<file path="config.mk">
export PLATFORM = sky130hd
export DESIGN_NAME = tovr_top
export DESIGN_NICKNAME = d
export VERILOG_FILES = /design/src/design/tovr_pkg.sv /design/src/design/tovr_nvm_check.sv /design/src/design/tovr_fault_timer.sv /design/src/design/tovr_top.sv
export SDC_FILE = /design/constraint.sdc
export NUM_CORES = 2
export LEC_CHECK = 0
export ABC_AREA = 1
export BUFFER_PORTS_ARGS = -buffer_cell sky130_fd_sc_hd__buf_2
export CELL_PAD_IN_SITES_DETAIL_PLACEMENT = 1
export CELL_PAD_IN_SITES_GLOBAL_PLACEMENT = 1
export CORE_MARGIN = 2
export CORE_UTILIZATION = 40
export CTS_BUF_LIST = sky130_fd_sc_hd__clkbuf_2
export DETAILED_ROUTE_END_ITERATION = 16
export PLACE_DENSITY_LB_ADDON = 0.3
export SLEW_MARGIN = 20
export SYNTH_ARGS = -nofsm -noshare
export SYNTH_HDL_FRONTEND = slang
export SYNTH_SLANG_ARGS = --single-unit
</file>
<file path="constraint.sdc">
create_clock -name SYS_CLK -period 27.3 [get_ports SYS_CLK]
set_clock_uncertainty 0.1 [all_clocks]
set_input_delay 2.73 -clock SYS_CLK [delete_from_list [all_inputs] [get_ports SYS_CLK]]
set_output_delay 2.73 -clock SYS_CLK [all_outputs]
set_load 0.005 [all_outputs]
</file>
<file path="src/design/tovr_pkg.sv">
package tovr_pkg;

    // ------------------------------------------------------------------
    // Register map (AXI4-Lite byte addresses)
    // ------------------------------------------------------------------
    localparam logic [7:0] ADDR_CTRL = 8'h00;
    localparam logic [7:0] ADDR_STATUS = 8'h04;
    localparam logic [7:0] ADDR_IRQ_STAT = 8'h08;
    localparam logic [7:0] ADDR_IRQ_MASK = 8'h0C;
    localparam logic [7:0] ADDR_ACC_X = 8'h10;
    localparam logic [7:0] ADDR_ACC_Y = 8'h14;
    localparam logic [7:0] ADDR_CRC_REF = 8'h18;

    // ------------------------------------------------------------------
    // Field positions
    // ------------------------------------------------------------------
    localparam int CTRL_INV_POL_BIT = 0;
    localparam int CTRL_TILT_OFF_BIT = 1;
    localparam int IRQ_CHECK_DONE_BIT = 0;
    localparam int IRQ_CHECK_FAIL_BIT = 1;
    localparam int IRQ_OVR_FAULT_BIT = 2;
    localparam int IRQ_LOWG_FAULT_BIT = 3;
    localparam int IRQ_TIPOVER_BIT = 4;
    localparam int IRQ_WIDTH = 5;

    // ------------------------------------------------------------------
    // Reset values
    // ------------------------------------------------------------------
    localparam logic [1:0] CTRL_RESET = 2'h0;
    localparam logic [IRQ_WIDTH-1:0] IRQ_MASK_RESET = 5'h00;
    localparam logic [15:0] ACC_RESET = 16'h0400;
    localparam logic [15:0] CRC_REF_RESET = 16'h0000;

    // ------------------------------------------------------------------
    // Acceleration scale: signed 16 bit, 1 g = 1024 counts
    // ------------------------------------------------------------------
    localparam int ACC_WIDTH = 16;
    localparam logic [15:0] OVER_RANGE_LIMIT = 16'h0800;
    localparam logic [15:0] LOW_G_LIMIT = 16'h0180;

    // ------------------------------------------------------------------
    // Timing
    // ------------------------------------------------------------------
    localparam longint CLK_HZ = 100000000;
    localparam longint UPDATE_HZ = 3;
    localparam longint UPDATE_CYCLES = CLK_HZ / UPDATE_HZ;
    localparam longint FAULT_MS = 4000;
    localparam longint FAULT_TICKS = FAULT_MS * UPDATE_HZ / 1000;
    localparam longint CHECK_MS = 10;
    localparam longint CHECK_CYCLES = CHECK_MS * CLK_HZ / 1000;

    // ------------------------------------------------------------------
    // Threshold table: tan^2 of each angle, Q8 fixed point
    // ------------------------------------------------------------------
    function automatic logic [15:0] thr_tan2(input logic [2:0] sel);
        case (sel)
            3'h0: thr_tan2 = 16'h00B4;
            3'h1: thr_tan2 = 16'h0100;
            3'h2: thr_tan2 = 16'h016E;
            3'h3: thr_tan2 = 16'h020B;
            3'h4: thr_tan2 = 16'h0300;
            3'h5: thr_tan2 = 16'h04A1;
            3'h6: thr_tan2 = 16'h078C;
            default: thr_tan2 = 16'h00D8;
        endcase
    endfunction : thr_tan2

endpackage : tovr_pkg

</file>
<file path="src/design/tovr_nvm_check.sv">
module tovr_nvm_check #(
    parameter int unsigned WORDS = 16,
    parameter logic [15:0] CRC_INIT = 16'hFFFF
)
(
    input wire logic clk,
    input wire logic rst_n,
    input wire logic [15:0] expected,
    output logic done,
    output logic pass
);

    // ------------------------------------------------------------------
    // Factory image: fixed contents walked once after reset.
    // ------------------------------------------------------------------
    logic [15:0] image [0:WORDS-1];
    logic [15:0] crc_ff;
    logic [15:0] nxt_crc;
    logic [$clog2(WORDS+1)-1:0] idx_ff;
    logic [15:0] word;

    always_comb
    begin
        for (int i = 0; i < WORDS; i++)
        begin
            image[i] = 16'(i * 16'h1357 + 16'h0A5A);
        end
    end

    function automatic logic [15:0] crc_step(input logic [15:0] c, input logic [15:0] d);
        logic [15:0] r;
        r = c;
        for (int b = 15; b >= 0; b--)
        begin
            r = (r[15] ^ d[b]) ? ((r << 1) ^ 16'h1021) : (r << 1);
        end
        return r;
    endfunction : crc_step

    assign word = image[idx_ff[$clog2(WORDS)-1:0]];
    assign nxt_crc = crc_step(crc_ff, word);

    always_ff @(posedge clk or negedge rst_n)
    begin
        if (!rst_n)
        begin
            crc_ff <= CRC_INIT;
            idx_ff <= '0;
            done <= 1'b0;
            pass <= 1'b0;
        end
        else if (!done)
        begin
            if (idx_ff == WORDS[$clog2(WORDS+1)-1:0])
            begin
                done <= 1'b1;
                pass <= (crc_ff == expected);
            end
            else
            begin
                crc_ff <= nxt_crc;
                idx_ff <= idx_ff + 1'b1;
            end
        end
    end

endmodule : tovr_nvm_check

</file>
<file path="src/design/tovr_fault_timer.sv">
module tovr_fault_timer #(
    parameter int unsigned TICKS = 12
)
(
    input wire logic clk,
    input wire logic rst_n,
    input wire logic tick,
    input wire logic cond,
    output logic fault
);

    // Counts update ticks while the condition stands; any gap restarts it.
    // The tick phase at onset gives the spread of the delay.
    logic [$clog2(TICKS+1)-1:0] cnt_ff;

    always_ff @(posedge clk or negedge rst_n)
    begin
        if (!rst_n)
        begin
            cnt_ff <= '0;
            fault <= 1'b0;
        end
        else if (!cond)
        begin
            cnt_ff <= '0;
            fault <= 1'b0;
        end
        else if (tick)
        begin
            if (cnt_ff == TICKS[$clog2(TICKS+1)-1:0])
            begin
                fault <= 1'b1;
            end
            else
            begin
                cnt_ff <= cnt_ff + 1'b1;
            end
        end
    end

endmodule : tovr_fault_timer

</file>
<file path="src/design/tovr_top.sv">
// The AXI4-Lite slave port and the register addresses were decided locally.
module tovr_top #(
    parameter int unsigned UPDATE_CYCLES = 32'(tovr_pkg::UPDATE_CYCLES),
    parameter int unsigned FAULT_TICKS = 32'(tovr_pkg::FAULT_TICKS),
    parameter logic INVERTED_VARIANT = 1'b0
)
(
    input wire logic SYS_CLK,
    input wire logic RST_N,
    input wire logic THRESHOLD_SEL_MSB,
    input wire logic THRESHOLD_SEL_MID,
    input wire logic THRESHOLD_SEL_LSB,
    output logic ALARM_O,
    output logic ALARM_OE,
    output logic IRQ,
    input wire logic [7:0] S_AXI_AWADDR,
    input wire logic S_AXI_AWVALID,
    output logic S_AXI_AWREADY,
    input wire logic [31:0] S_AXI_WDATA,
    input wire logic [3:0] S_AXI_WSTRB,
    input wire logic S_AXI_WVALID,
    output logic S_AXI_WREADY,
    output logic [1:0] S_AXI_BRESP,
    output logic S_AXI_BVALID,
    input wire logic S_AXI_BREADY,
    input wire logic [7:0] S_AXI_ARADDR,
    input wire logic S_AXI_ARVALID,
    output logic S_AXI_ARREADY,
    output logic [31:0] S_AXI_RDATA,
    output logic [1:0] S_AXI_RRESP,
    output logic S_AXI_RVALID,
    input wire logic S_AXI_RREADY
);

    // ------------------------------------------------------------------
    // Declarations
    // ------------------------------------------------------------------
    typedef enum logic [3:0] {
        ST_CHECK = 4'h1,
        ST_RUN = 4'h2,
        ST_FAIL = 4'h4,
        ST_FAULT = 4'h8
    } tovr_state_e;

    tovr_state_e state_ff;
    logic [2:0] sel_meta_ff;
    logic [2:0] sel_ff;
    logic [1:0] ctrl_ff;
    logic [tovr_pkg::IRQ_WIDTH-1:0] irq_stat_ff;
    logic [tovr_pkg::IRQ_WIDTH-1:0] irq_mask_ff;
    logic [tovr_pkg::IRQ_WIDTH-1:0] events;
    logic signed [15:0] acc_x_ff;
    logic signed [15:0] acc_y_ff;
    logic [15:0] crc_ref_ff;
    logic [31:0] upd_cnt_ff;
    logic tick_ff;
    logic tip_ff;
    logic tip_prev_ff;
    logic check_done;
    logic check_pass;
    logic over_range;
    logic low_g;
    logic ovr_fault;
    logic lowg_fault;
    logic tilt_off;
    logic tip_now;
    logic [15:0] abs_x;
    logic [15:0] abs_y;
    logic [31:0] x_sq_q8;
    logic [31:0] y_sq_thr;
    logic [7:0] aw_addr_ff;
    logic aw_have_ff;
    logic [31:0] w_data_ff;
    logic [3:0] w_strb_ff;
    logic w_have_ff;
    logic wr_go;
    logic wr_hit;

    function automatic logic [15:0] mag(input logic signed [15:0] v);
        return v[15] ? 16'(-v) : 16'(v);
    endfunction : mag

    // ------------------------------------------------------------------
    // Strap synchroniser
    // ------------------------------------------------------------------
    always_ff @(posedge SYS_CLK or negedge RST_N)
    begin
        if (!RST_N)
        begin
            sel_meta_ff <= 3'h0;
            sel_ff <= 3'h0;
        end
        else
        begin
            sel_meta_ff <= {THRESHOLD_SEL_MSB, THRESHOLD_SEL_MID, THRESHOLD_SEL_LSB};
            sel_ff <= sel_meta_ff;
        end
    end

    // ------------------------------------------------------------------
    // Power-up integrity check
    // ------------------------------------------------------------------
    tovr_nvm_check #(
        .WORDS(16),
        .CRC_INIT(16'hFFFF)
    ) u_check (
        .clk(SYS_CLK),
        .rst_n(RST_N),
        .expected(crc_ref_ff),
        .done(check_done),
        .pass(check_pass)
    );

    // ------------------------------------------------------------------
    // Update-rate divider
    // ------------------------------------------------------------------
    always_ff @(posedge SYS_CLK or negedge RST_N)
    begin
        if (!RST_N)
        begin
            upd_cnt_ff <= 32'h0;
            tick_ff <= 1'b0;
        end
        else if (upd_cnt_ff == UPDATE_CYCLES - 1)
        begin
            upd_cnt_ff <= 32'h0;
            tick_ff <= 1'b1;
        end
        else
        begin
            upd_cnt_ff <= upd_cnt_ff + 32'h1;
            tick_ff <= 1'b0;
        end
    end

    // ------------------------------------------------------------------
    // Condition monitors and angle comparison
    // ------------------------------------------------------------------
    assign abs_x = mag(acc_x_ff);
    assign abs_y = mag(acc_y_ff);
    assign over_range = (abs_x > tovr_pkg::OVER_RANGE_LIMIT) || (abs_y > tovr_pkg::OVER_RANGE_LIMIT);
    assign low_g = (abs_x < tovr_pkg::LOW_G_LIMIT) && (abs_y < tovr_pkg::LOW_G_LIMIT);
    assign tilt_off = ctrl_ff[tovr_pkg::CTRL_TILT_OFF_BIT];
    // Angle from vertical exceeds threshold when x^2 > tan^2(thr) * y^2, or y is negative.
    assign x_sq_q8 = {16'h0000, abs_x} * {16'h0000, abs_x};
    assign y_sq_thr = 32'({16'h0000, tovr_pkg::thr_tan2(sel_ff)} * {16'h0000, abs_y}) >> 8;
    assign tip_now = acc_y_ff[15]
                     || (x_sq_q8 > 32'(64'(y_sq_thr) * 64'(abs_y)));

    tovr_fault_timer #(
        .TICKS(FAULT_TICKS)
    ) u_ovr_timer (
        .clk(SYS_CLK),
        .rst_n(RST_N),
        .tick(tick_ff),
        .cond(over_range),
        .fault(ovr_fault)
    );

    tovr_fault_timer #(
        .TICKS(FAULT_TICKS)
    ) u_lowg_timer (
        .clk(SYS_CLK),
        .rst_n(RST_N),
        .tick(tick_ff),
        .cond(low_g),
        .fault(lowg_fault)
    );

    always_ff @(posedge SYS_CLK or negedge RST_N)
    begin
        if (!RST_N)
        begin
            tip_ff <= 1'b0;
            tip_prev_ff <= 1'b0;
        end
        else if (tick_ff && !low_g && !tilt_off)
        begin
            tip_ff <= tip_now;
            tip_prev_ff <= tip_ff;
        end
    end

    // ------------------------------------------------------------------
    // Output state machine
    // ------------------------------------------------------------------
    always_ff @(posedge SYS_CLK or negedge RST_N)
    begin
        if (!RST_N)
        begin
            state_ff <= ST_CHECK;
        end
        else
        begin
            case (state_ff)
                ST_CHECK:
                begin
                    if (check_done)
                    begin
                        state_ff <= check_pass ? ST_RUN : ST_FAIL;
                    end
                end
                ST_RUN:
                begin
                    if (ovr_fault || lowg_fault)
                    begin
                        state_ff <= ST_FAULT;
                    end
                end
                ST_FAULT:
                begin
                    if (!ovr_fault && !lowg_fault)
                    begin
                        state_ff <= ST_RUN;
                    end
                end
                ST_FAIL:
                begin
                    state_ff <= ST_FAIL;
                end
                default:
                begin
                    state_ff <= ST_FAIL;
                end
            endcase
        end
    end

    always_ff @(posedge SYS_CLK or negedge RST_N)
    begin
        if (!RST_N)
        begin
            ALARM_O <= 1'b0;
            ALARM_OE <= 1'b0;
        end
        else
        begin
            ALARM_O <= tip_ff ^ INVERTED_VARIANT ^ ctrl_ff[tovr_pkg::CTRL_INV_POL_BIT];
            ALARM_OE <= (state_ff == ST_RUN) && !ovr_fault && !lowg_fault;
        end
    end

    // ------------------------------------------------------------------
    // Interrupts
    // ------------------------------------------------------------------
    assign events = {
        tick_ff && (tip_ff != tip_prev_ff),
        lowg_fault && (state_ff == ST_RUN),
        ovr_fault && (state_ff == ST_RUN),
        check_done && !check_pass && (state_ff == ST_CHECK),
        check_done && check_pass && (state_ff == ST_CHECK)
    };

    always_ff @(posedge SYS_CLK or negedge RST_N)
    begin
        if (!RST_N)
        begin
            irq_stat_ff <= '0;
            IRQ <= 1'b0;
        end
        else
        begin
            irq_stat_ff <= (irq_stat_ff & ~((wr_hit && aw_addr_ff == tovr_pkg::ADDR_IRQ_STAT && w_strb_ff[0])
                ? w_data_ff[tovr_pkg::IRQ_WIDTH-1:0] : '0)) | events;
            IRQ <= |(irq_stat_ff & irq_mask_ff);
        end
    end

    // ------------------------------------------------------------------
    // AXI4-Lite write channel
    // ------------------------------------------------------------------
    assign wr_go = aw_have_ff && w_have_ff && !S_AXI_BVALID;
    assign wr_hit = wr_go;

    always_ff @(posedge SYS_CLK or negedge RST_N)
    begin
        if (!RST_N)
        begin
            aw_have_ff <= 1'b0;
            w_have_ff <= 1'b0;
            aw_addr_ff <= 8'h00;
            w_data_ff <= 32'h0;
            w_strb_ff <= 4'h0;
            S_AXI_AWREADY <= 1'b0;
            S_AXI_WREADY <= 1'b0;
            S_AXI_BVALID <= 1'b0;
            S_AXI_BRESP <= 2'h0;
        end
        else
        begin
            S_AXI_AWREADY <= !aw_have_ff && !S_AXI_AWREADY;
            S_AXI_WREADY <= !w_have_ff && !S_AXI_WREADY;
            if (S_AXI_AWVALID && S_AXI_AWREADY)
            begin
                aw_have_ff <= 1'b1;
                aw_addr_ff <= S_AXI_AWADDR;
                S_AXI_AWREADY <= 1'b0;
            end
            if (S_AXI_WVALID && S_AXI_WREADY)
            begin
                w_have_ff <= 1'b1;
                w_data_ff <= S_AXI_WDATA;
                w_strb_ff <= S_AXI_WSTRB;
                S_AXI_WREADY <= 1'b0;
            end
            if (wr_go)
            begin
                aw_have_ff <= 1'b0;
                w_have_ff <= 1'b0;
                S_AXI_BVALID <= 1'b1;
                S_AXI_BRESP <= (aw_addr_ff <= tovr_pkg::ADDR_CRC_REF && aw_addr_ff[1:0] == 2'h0) ? 2'h0 : 2'h2;
            end
            else if (S_AXI_BVALID && S_AXI_BREADY)
            begin
                S_AXI_BVALID <= 1'b0;
            end
        end
    end

    always_ff @(posedge SYS_CLK or negedge RST_N)
    begin
        if (!RST_N)
        begin
            ctrl_ff <= tovr_pkg::CTRL_RESET;
            irq_mask_ff <= tovr_pkg::IRQ_MASK_RESET;
            acc_x_ff <= 16'h0000;
            acc_y_ff <= tovr_pkg::ACC_RESET;
            crc_ref_ff <= tovr_pkg::CRC_REF_RESET;
        end
        else if (wr_hit)
        begin
            if (aw_addr_ff == tovr_pkg::ADDR_CTRL && w_strb_ff[0])
            begin
                ctrl_ff <= w_data_ff[1:0];
            end
            else if (aw_addr_ff == tovr_pkg::ADDR_IRQ_MASK && w_strb_ff[0])
            begin
                irq_mask_ff <= w_data_ff[tovr_pkg::IRQ_WIDTH-1:0];
            end
            else if (aw_addr_ff == tovr_pkg::ADDR_ACC_X)
            begin
                if (w_strb_ff[0]) acc_x_ff[7:0] <= w_data_ff[7:0];
                if (w_strb_ff[1]) acc_x_ff[15:8] <= w_data_ff[15:8];
            end
            else if (aw_addr_ff == tovr_pkg::ADDR_ACC_Y)
            begin
                if (w_strb_ff[0]) acc_y_ff[7:0] <= w_data_ff[7:0];
                if (w_strb_ff[1]) acc_y_ff[15:8] <= w_data_ff[15:8];
            end
            else if (aw_addr_ff == tovr_pkg::ADDR_CRC_REF && state_ff == ST_CHECK)
            begin
                if (w_strb_ff[0]) crc_ref_ff[7:0] <= w_data_ff[7:0];
                if (w_strb_ff[1]) crc_ref_ff[15:8] <= w_data_ff[15:8];
            end
        end
    end

    // ------------------------------------------------------------------
    // AXI4-Lite read channel
    // ------------------------------------------------------------------
    always_ff @(posedge SYS_CLK or negedge RST_N)
    begin
        if (!RST_N)
        begin
            S_AXI_ARREADY <= 1'b0;
            S_AXI_RVALID <= 1'b0;
            S_AXI_RDATA <= 32'h0;
            S_AXI_RRESP <= 2'h0;
        end
        else
        begin
            S_AXI_ARREADY <= !S_AXI_RVALID && !S_AXI_ARREADY;
            if (S_AXI_ARVALID && S_AXI_ARREADY)
            begin
                S_AXI_ARREADY <= 1'b0;
                S_AXI_RVALID <= 1'b1;
                S_AXI_RRESP <= 2'h0;
                if (S_AXI_ARADDR == tovr_pkg::ADDR_CTRL)
                    S_AXI_RDATA <= {30'h0, ctrl_ff};
                else if (S_AXI_ARADDR == tovr_pkg::ADDR_STATUS)
                    S_AXI_RDATA <= {20'h0, sel_ff, state_ff, lowg_fault, ovr_fault, low_g, over_range, tip_ff};
                else if (S_AXI_ARADDR == tovr_pkg::ADDR_IRQ_STAT)
                    S_AXI_RDATA <= {27'h0, irq_stat_ff};
                else if (S_AXI_ARADDR == tovr_pkg::ADDR_IRQ_MASK)
                    S_AXI_RDATA <= {27'h0, irq_mask_ff};
                else if (S_AXI_ARADDR == tovr_pkg::ADDR_ACC_X)
                    S_AXI_RDATA <= {16'h0, acc_x_ff};
                else if (S_AXI_ARADDR == tovr_pkg::ADDR_ACC_Y)
                    S_AXI_RDATA <= {16'h0, acc_y_ff};
                else if (S_AXI_ARADDR == tovr_pkg::ADDR_CRC_REF)
                    S_AXI_RDATA <= {16'h0, crc_ref_ff};
                else
                begin
                    S_AXI_RDATA <= 32'h0;
                    S_AXI_RRESP <= 2'h2;
                end
            end
            else if (S_AXI_RVALID && S_AXI_RREADY)
            begin
                S_AXI_RVALID <= 1'b0;
            end
        end
    end

endmodule : tovr_top

</file>
==> run summary <==
======================================================================================
Vias in the first global route                                                  30,416
Design Power                                                                  1.287 mW
DRC violation total after the first TritonRoute iteration                        1,395
Fraction of the core area covered by cells at the end of the flow               42.66%
Power per standard cell area                                              36.04 nW/um2
Final Critical Period                                                        16,080 ps
Largest net degree at the start of global routing                                   93
# Post-CTS Setup Buffers                                                             0
Met3 layer usage reported by global route                                       1.463%
Ys flop type                                                              sky130_fd_sc_hd__dfrtp_1
Most Frequent Cell on Critical Path                                       sky130_fd_sc_hd__fa_1
Share of flip-flops with an asynchronous set or reset                           100.0%
Non-filler instance count after layout                                           5,463
Number of synthesized register bits                                                192
Setup Total Neg Slack                                                             0 ps
Layout overhead on the synthesized area                                         5.572%
CTS max path bufs                                                                    2
Vias/cell                                                                        5.061
HPWL reported at the end of detailed placement                               82,360 um
Final global-route overflow total                                                    0
Per-instance average area after synthesis                                    7.910 um2
Area of the die                                                             86,880 um2
Starting density of the core                                                    40.41%
Highest fanout seen on the critical path                                            19
Pin slew with the least headroom to its limit                                  1008 ps
Peak per-stage delay on the critical path                                       980 ps
Clock sink count                                                                   192
Boundary Pins                                                                      106
Number of gates resized after cts                                                    0
Commonest cells in the netlist                                            sky130_fd_sc_hd__inv_1 (967), sky130_fd_sc_hd__nand2_1 (839), sky130_fd_sc_hd__fa_1 (545)
Hold/Removal Path Class                                                   register to register
CTS tree                                                                          done
Number of pins exceeding their max-slew limit in the final report                    0
Area contributors post-synth                                              sky130_fd_sc_hd__fa_1 (32%), sky130_fd_sc_hd__dfrtp_1 (13%), sky130_fd_sc_hd__ha_1 (11%), sky130_fd_sc_hd__inv_1 (11%), sky130_fd_sc_hd__nand2_1 (9.3%)
Die Ht                                                                        294.8 um
Start-to-end type of the worst setup path                                 register to register
Weighted congestion reported at the end of routability-driven placement         0.8894
First-pass GRT wire length                                                  164,100 um
Met2 usage in global routing                                                    42.86%
Worst Path Arrival                                                           16,730 ps
Part of the cycle the worst path needs                                          58.90%
Register area share after synthesis                                             14.28%
Static Leak                                                                   18.36 nW
GRT Total Usage                                                                 24.02%
GRT met1 Usage                                                                  31.60%
Drt pass-1 iters                                                                     5
Layer carrying the most global-route usage                                        met2
Upper clock frequency limit                                                  62.19 MHz
Clk slew on worst S/H paths                                                     290 ps
Row count                                                                          106
Final Routed Wirelength                                                      99,250 um
Antenna violations before repair                                                     1
Headroom to the max-slew limit                                                  32.38%
Status                                                                       completed
Synthesized instance count                                                       4,275
Number of routed nets with antenna violations                                        0
Data required time at the worst endpoint                                     27,960 ps
DR DRC count                                                                         0
Quantity of I/O buffers inserted on ports                                           69
Core box area                                                               83,690 um2
Nature of the critical path endpoint                                          register
Worst VDD drop                                                              0.03542 mV
Post-placement cell count                                                        5,431
Share of cells above drive strength 1                                           5.152%
Area of all placed cells without fillers                                    35,700 um2
Final setup viols                                                                    0
Least setup slack across all paths after layout                              11,220 ps
Placed instance area                                                        35,460 um2
CTS Root Buffer Type                                                      sky130_fd_sc_hd__clkbuf_2
Number of enable-type register cells in the synthesized netlist                      0
Top cell type by total area after synthesis                               sky130_fd_sc_hd__fa_1
Mean routed wirelength per cell                                               18.17 um
Number of vias in the routed layout                                             27,646
H-Tree Depth                                                                         4
Crit start category                                                           register
Most common cell in the netlist                                           sky130_fd_sc_hd__inv_1
Number of buffers created by CTS                                                    17
Synthesized area                                                            33,810 um2
Clock network latency to the later pin of the worst-skew pair                   860 ps
Cell variety after synth                                                            61
Max Cap Violations                                                                   0
Die extent in x                                                               294.8 um
Area share of the leading cell type in the synthesized netlist                  32.27%
Post-placement setup slack                                                   11,350 ps
Final Hold Violating Endpoints                                                       0
Number of synthesis warnings                                                         0
Worst hold margin                                                             293.1 ps
Total number of nets in the final design                                         5,216
Unrepaired setup endpoints after global routing                                  false
Number of hold buffers added after cts                                               0
CP max-delay cell                                                         sky130_fd_sc_hd__dfrtp_1
======================================================================================
## sequential cells by signal (all words and copies together), names as in the netlist, 5 cells and up
| register | cells |
|---|---|
| acc_y_ff | 16 |
| acc_x_ff | 16 |
| crc_ref_ff | 16 |
| S_AXI_RDATA | 16 |
| irq_mask_ff | 5 |
| w_data_ff | 16 |
| aw_addr_ff | 8 |
| upd_cnt_ff | 32 |
| u_check.crc_ff | 16 |
| u_check.idx_ff | 5 |
| irq_stat_ff | 5 |
## power by group
group	leakage, nW	switching [mW]	total [mW]	internal [mW]
logic	15.7	0.563	0.784	0.221
registers	2.50	0.0301	0.351	0.320
clock network	0.144	0.108	0.152	0.0440
total	18.4	0.701	1.29	0.585
## worst paths after layout
kind | slack [ps] | end | cells past startpoint | from
setup / recovery | 11220 | tip_ff | 55 | sel_ff[1]
hold / removal | 290 | sel_ff[0] | 0 | sel_meta_ff[0]
setup reg to reg | 11220 | tip_ff | 55 | sel_ff[1]
hold reg to reg | 290 | sel_ff[0] | 0 | sel_meta_ff[0]
max in group asynchronous | 24100 | w_data_ff[12] | 2 | RST_N
min in group asynchronous | 1750 | S_AXI_RVALID | 1 | RST_N
## worst max-delay path, delay by kind of cell, from the launching register on
kind                     cells  cell delay [ps]
adder cells (fa/ha/maj)     14             6240
AND/OR/NAND/NOR             19             3770
AO/OA/AOI/OAI                9             2600
buffers and inverters       12             2190
flip-flops                   1              980
XOR/XNOR                     1               70
## cell usage in the layout (no fill, tap or decap), drive strengths merged, types with 18 or more instances in the layout
master,count
xnor2,46
a21oi,133
ha,293
nor2,474
nor4,27
clkinv,25
or2,19
nand3,105
xor2,106
dfstp,18
o21ai,205
fa,545
nand2,846
buf,106
conb,30
nor3,49
dfrtp,174
inv,990
nand4,26
clkbuf,18
## per-layer routing
metal	share of wire (%)	routed length, um	up-vias
met4	2.4	2414	0
met5	0	0	-
li1	-	-	12865
met1	44	43710	14173
met2	50	50010	487
met3	3.1	3121	121
## final cells by class
type,count,area (um2)
Antenna cell,1,2.502
Clock buffer,17,85.08
Clock inverter,14,156.4
Fill cell,10400,47990
Inverter,1004,3769
Multi-Input combinational cell,2994,24800
Sequential cell,192,4827
Tap cell,1134,1419
Timing Repair Buffer,107,639.4
## kinds of logic after synthesis
| kind of cell | Yosys count | share of synthesized area (%) |
|---|---|---|
| and+or+nand+nor | 1553 | 18.60 |
| adders and majority gates | 838 | 43.11 |
| AOI/OAI and AO/OA | 420 | 6.882 |
| DFF | 192 | 14.28 |
| other | 2 | 0.02221 |
| buffers and inverters | 1117 | 12.69 |
| xor gates and xnor gates | 153 | 4.418 |
(Power assumes the default switching activity.)
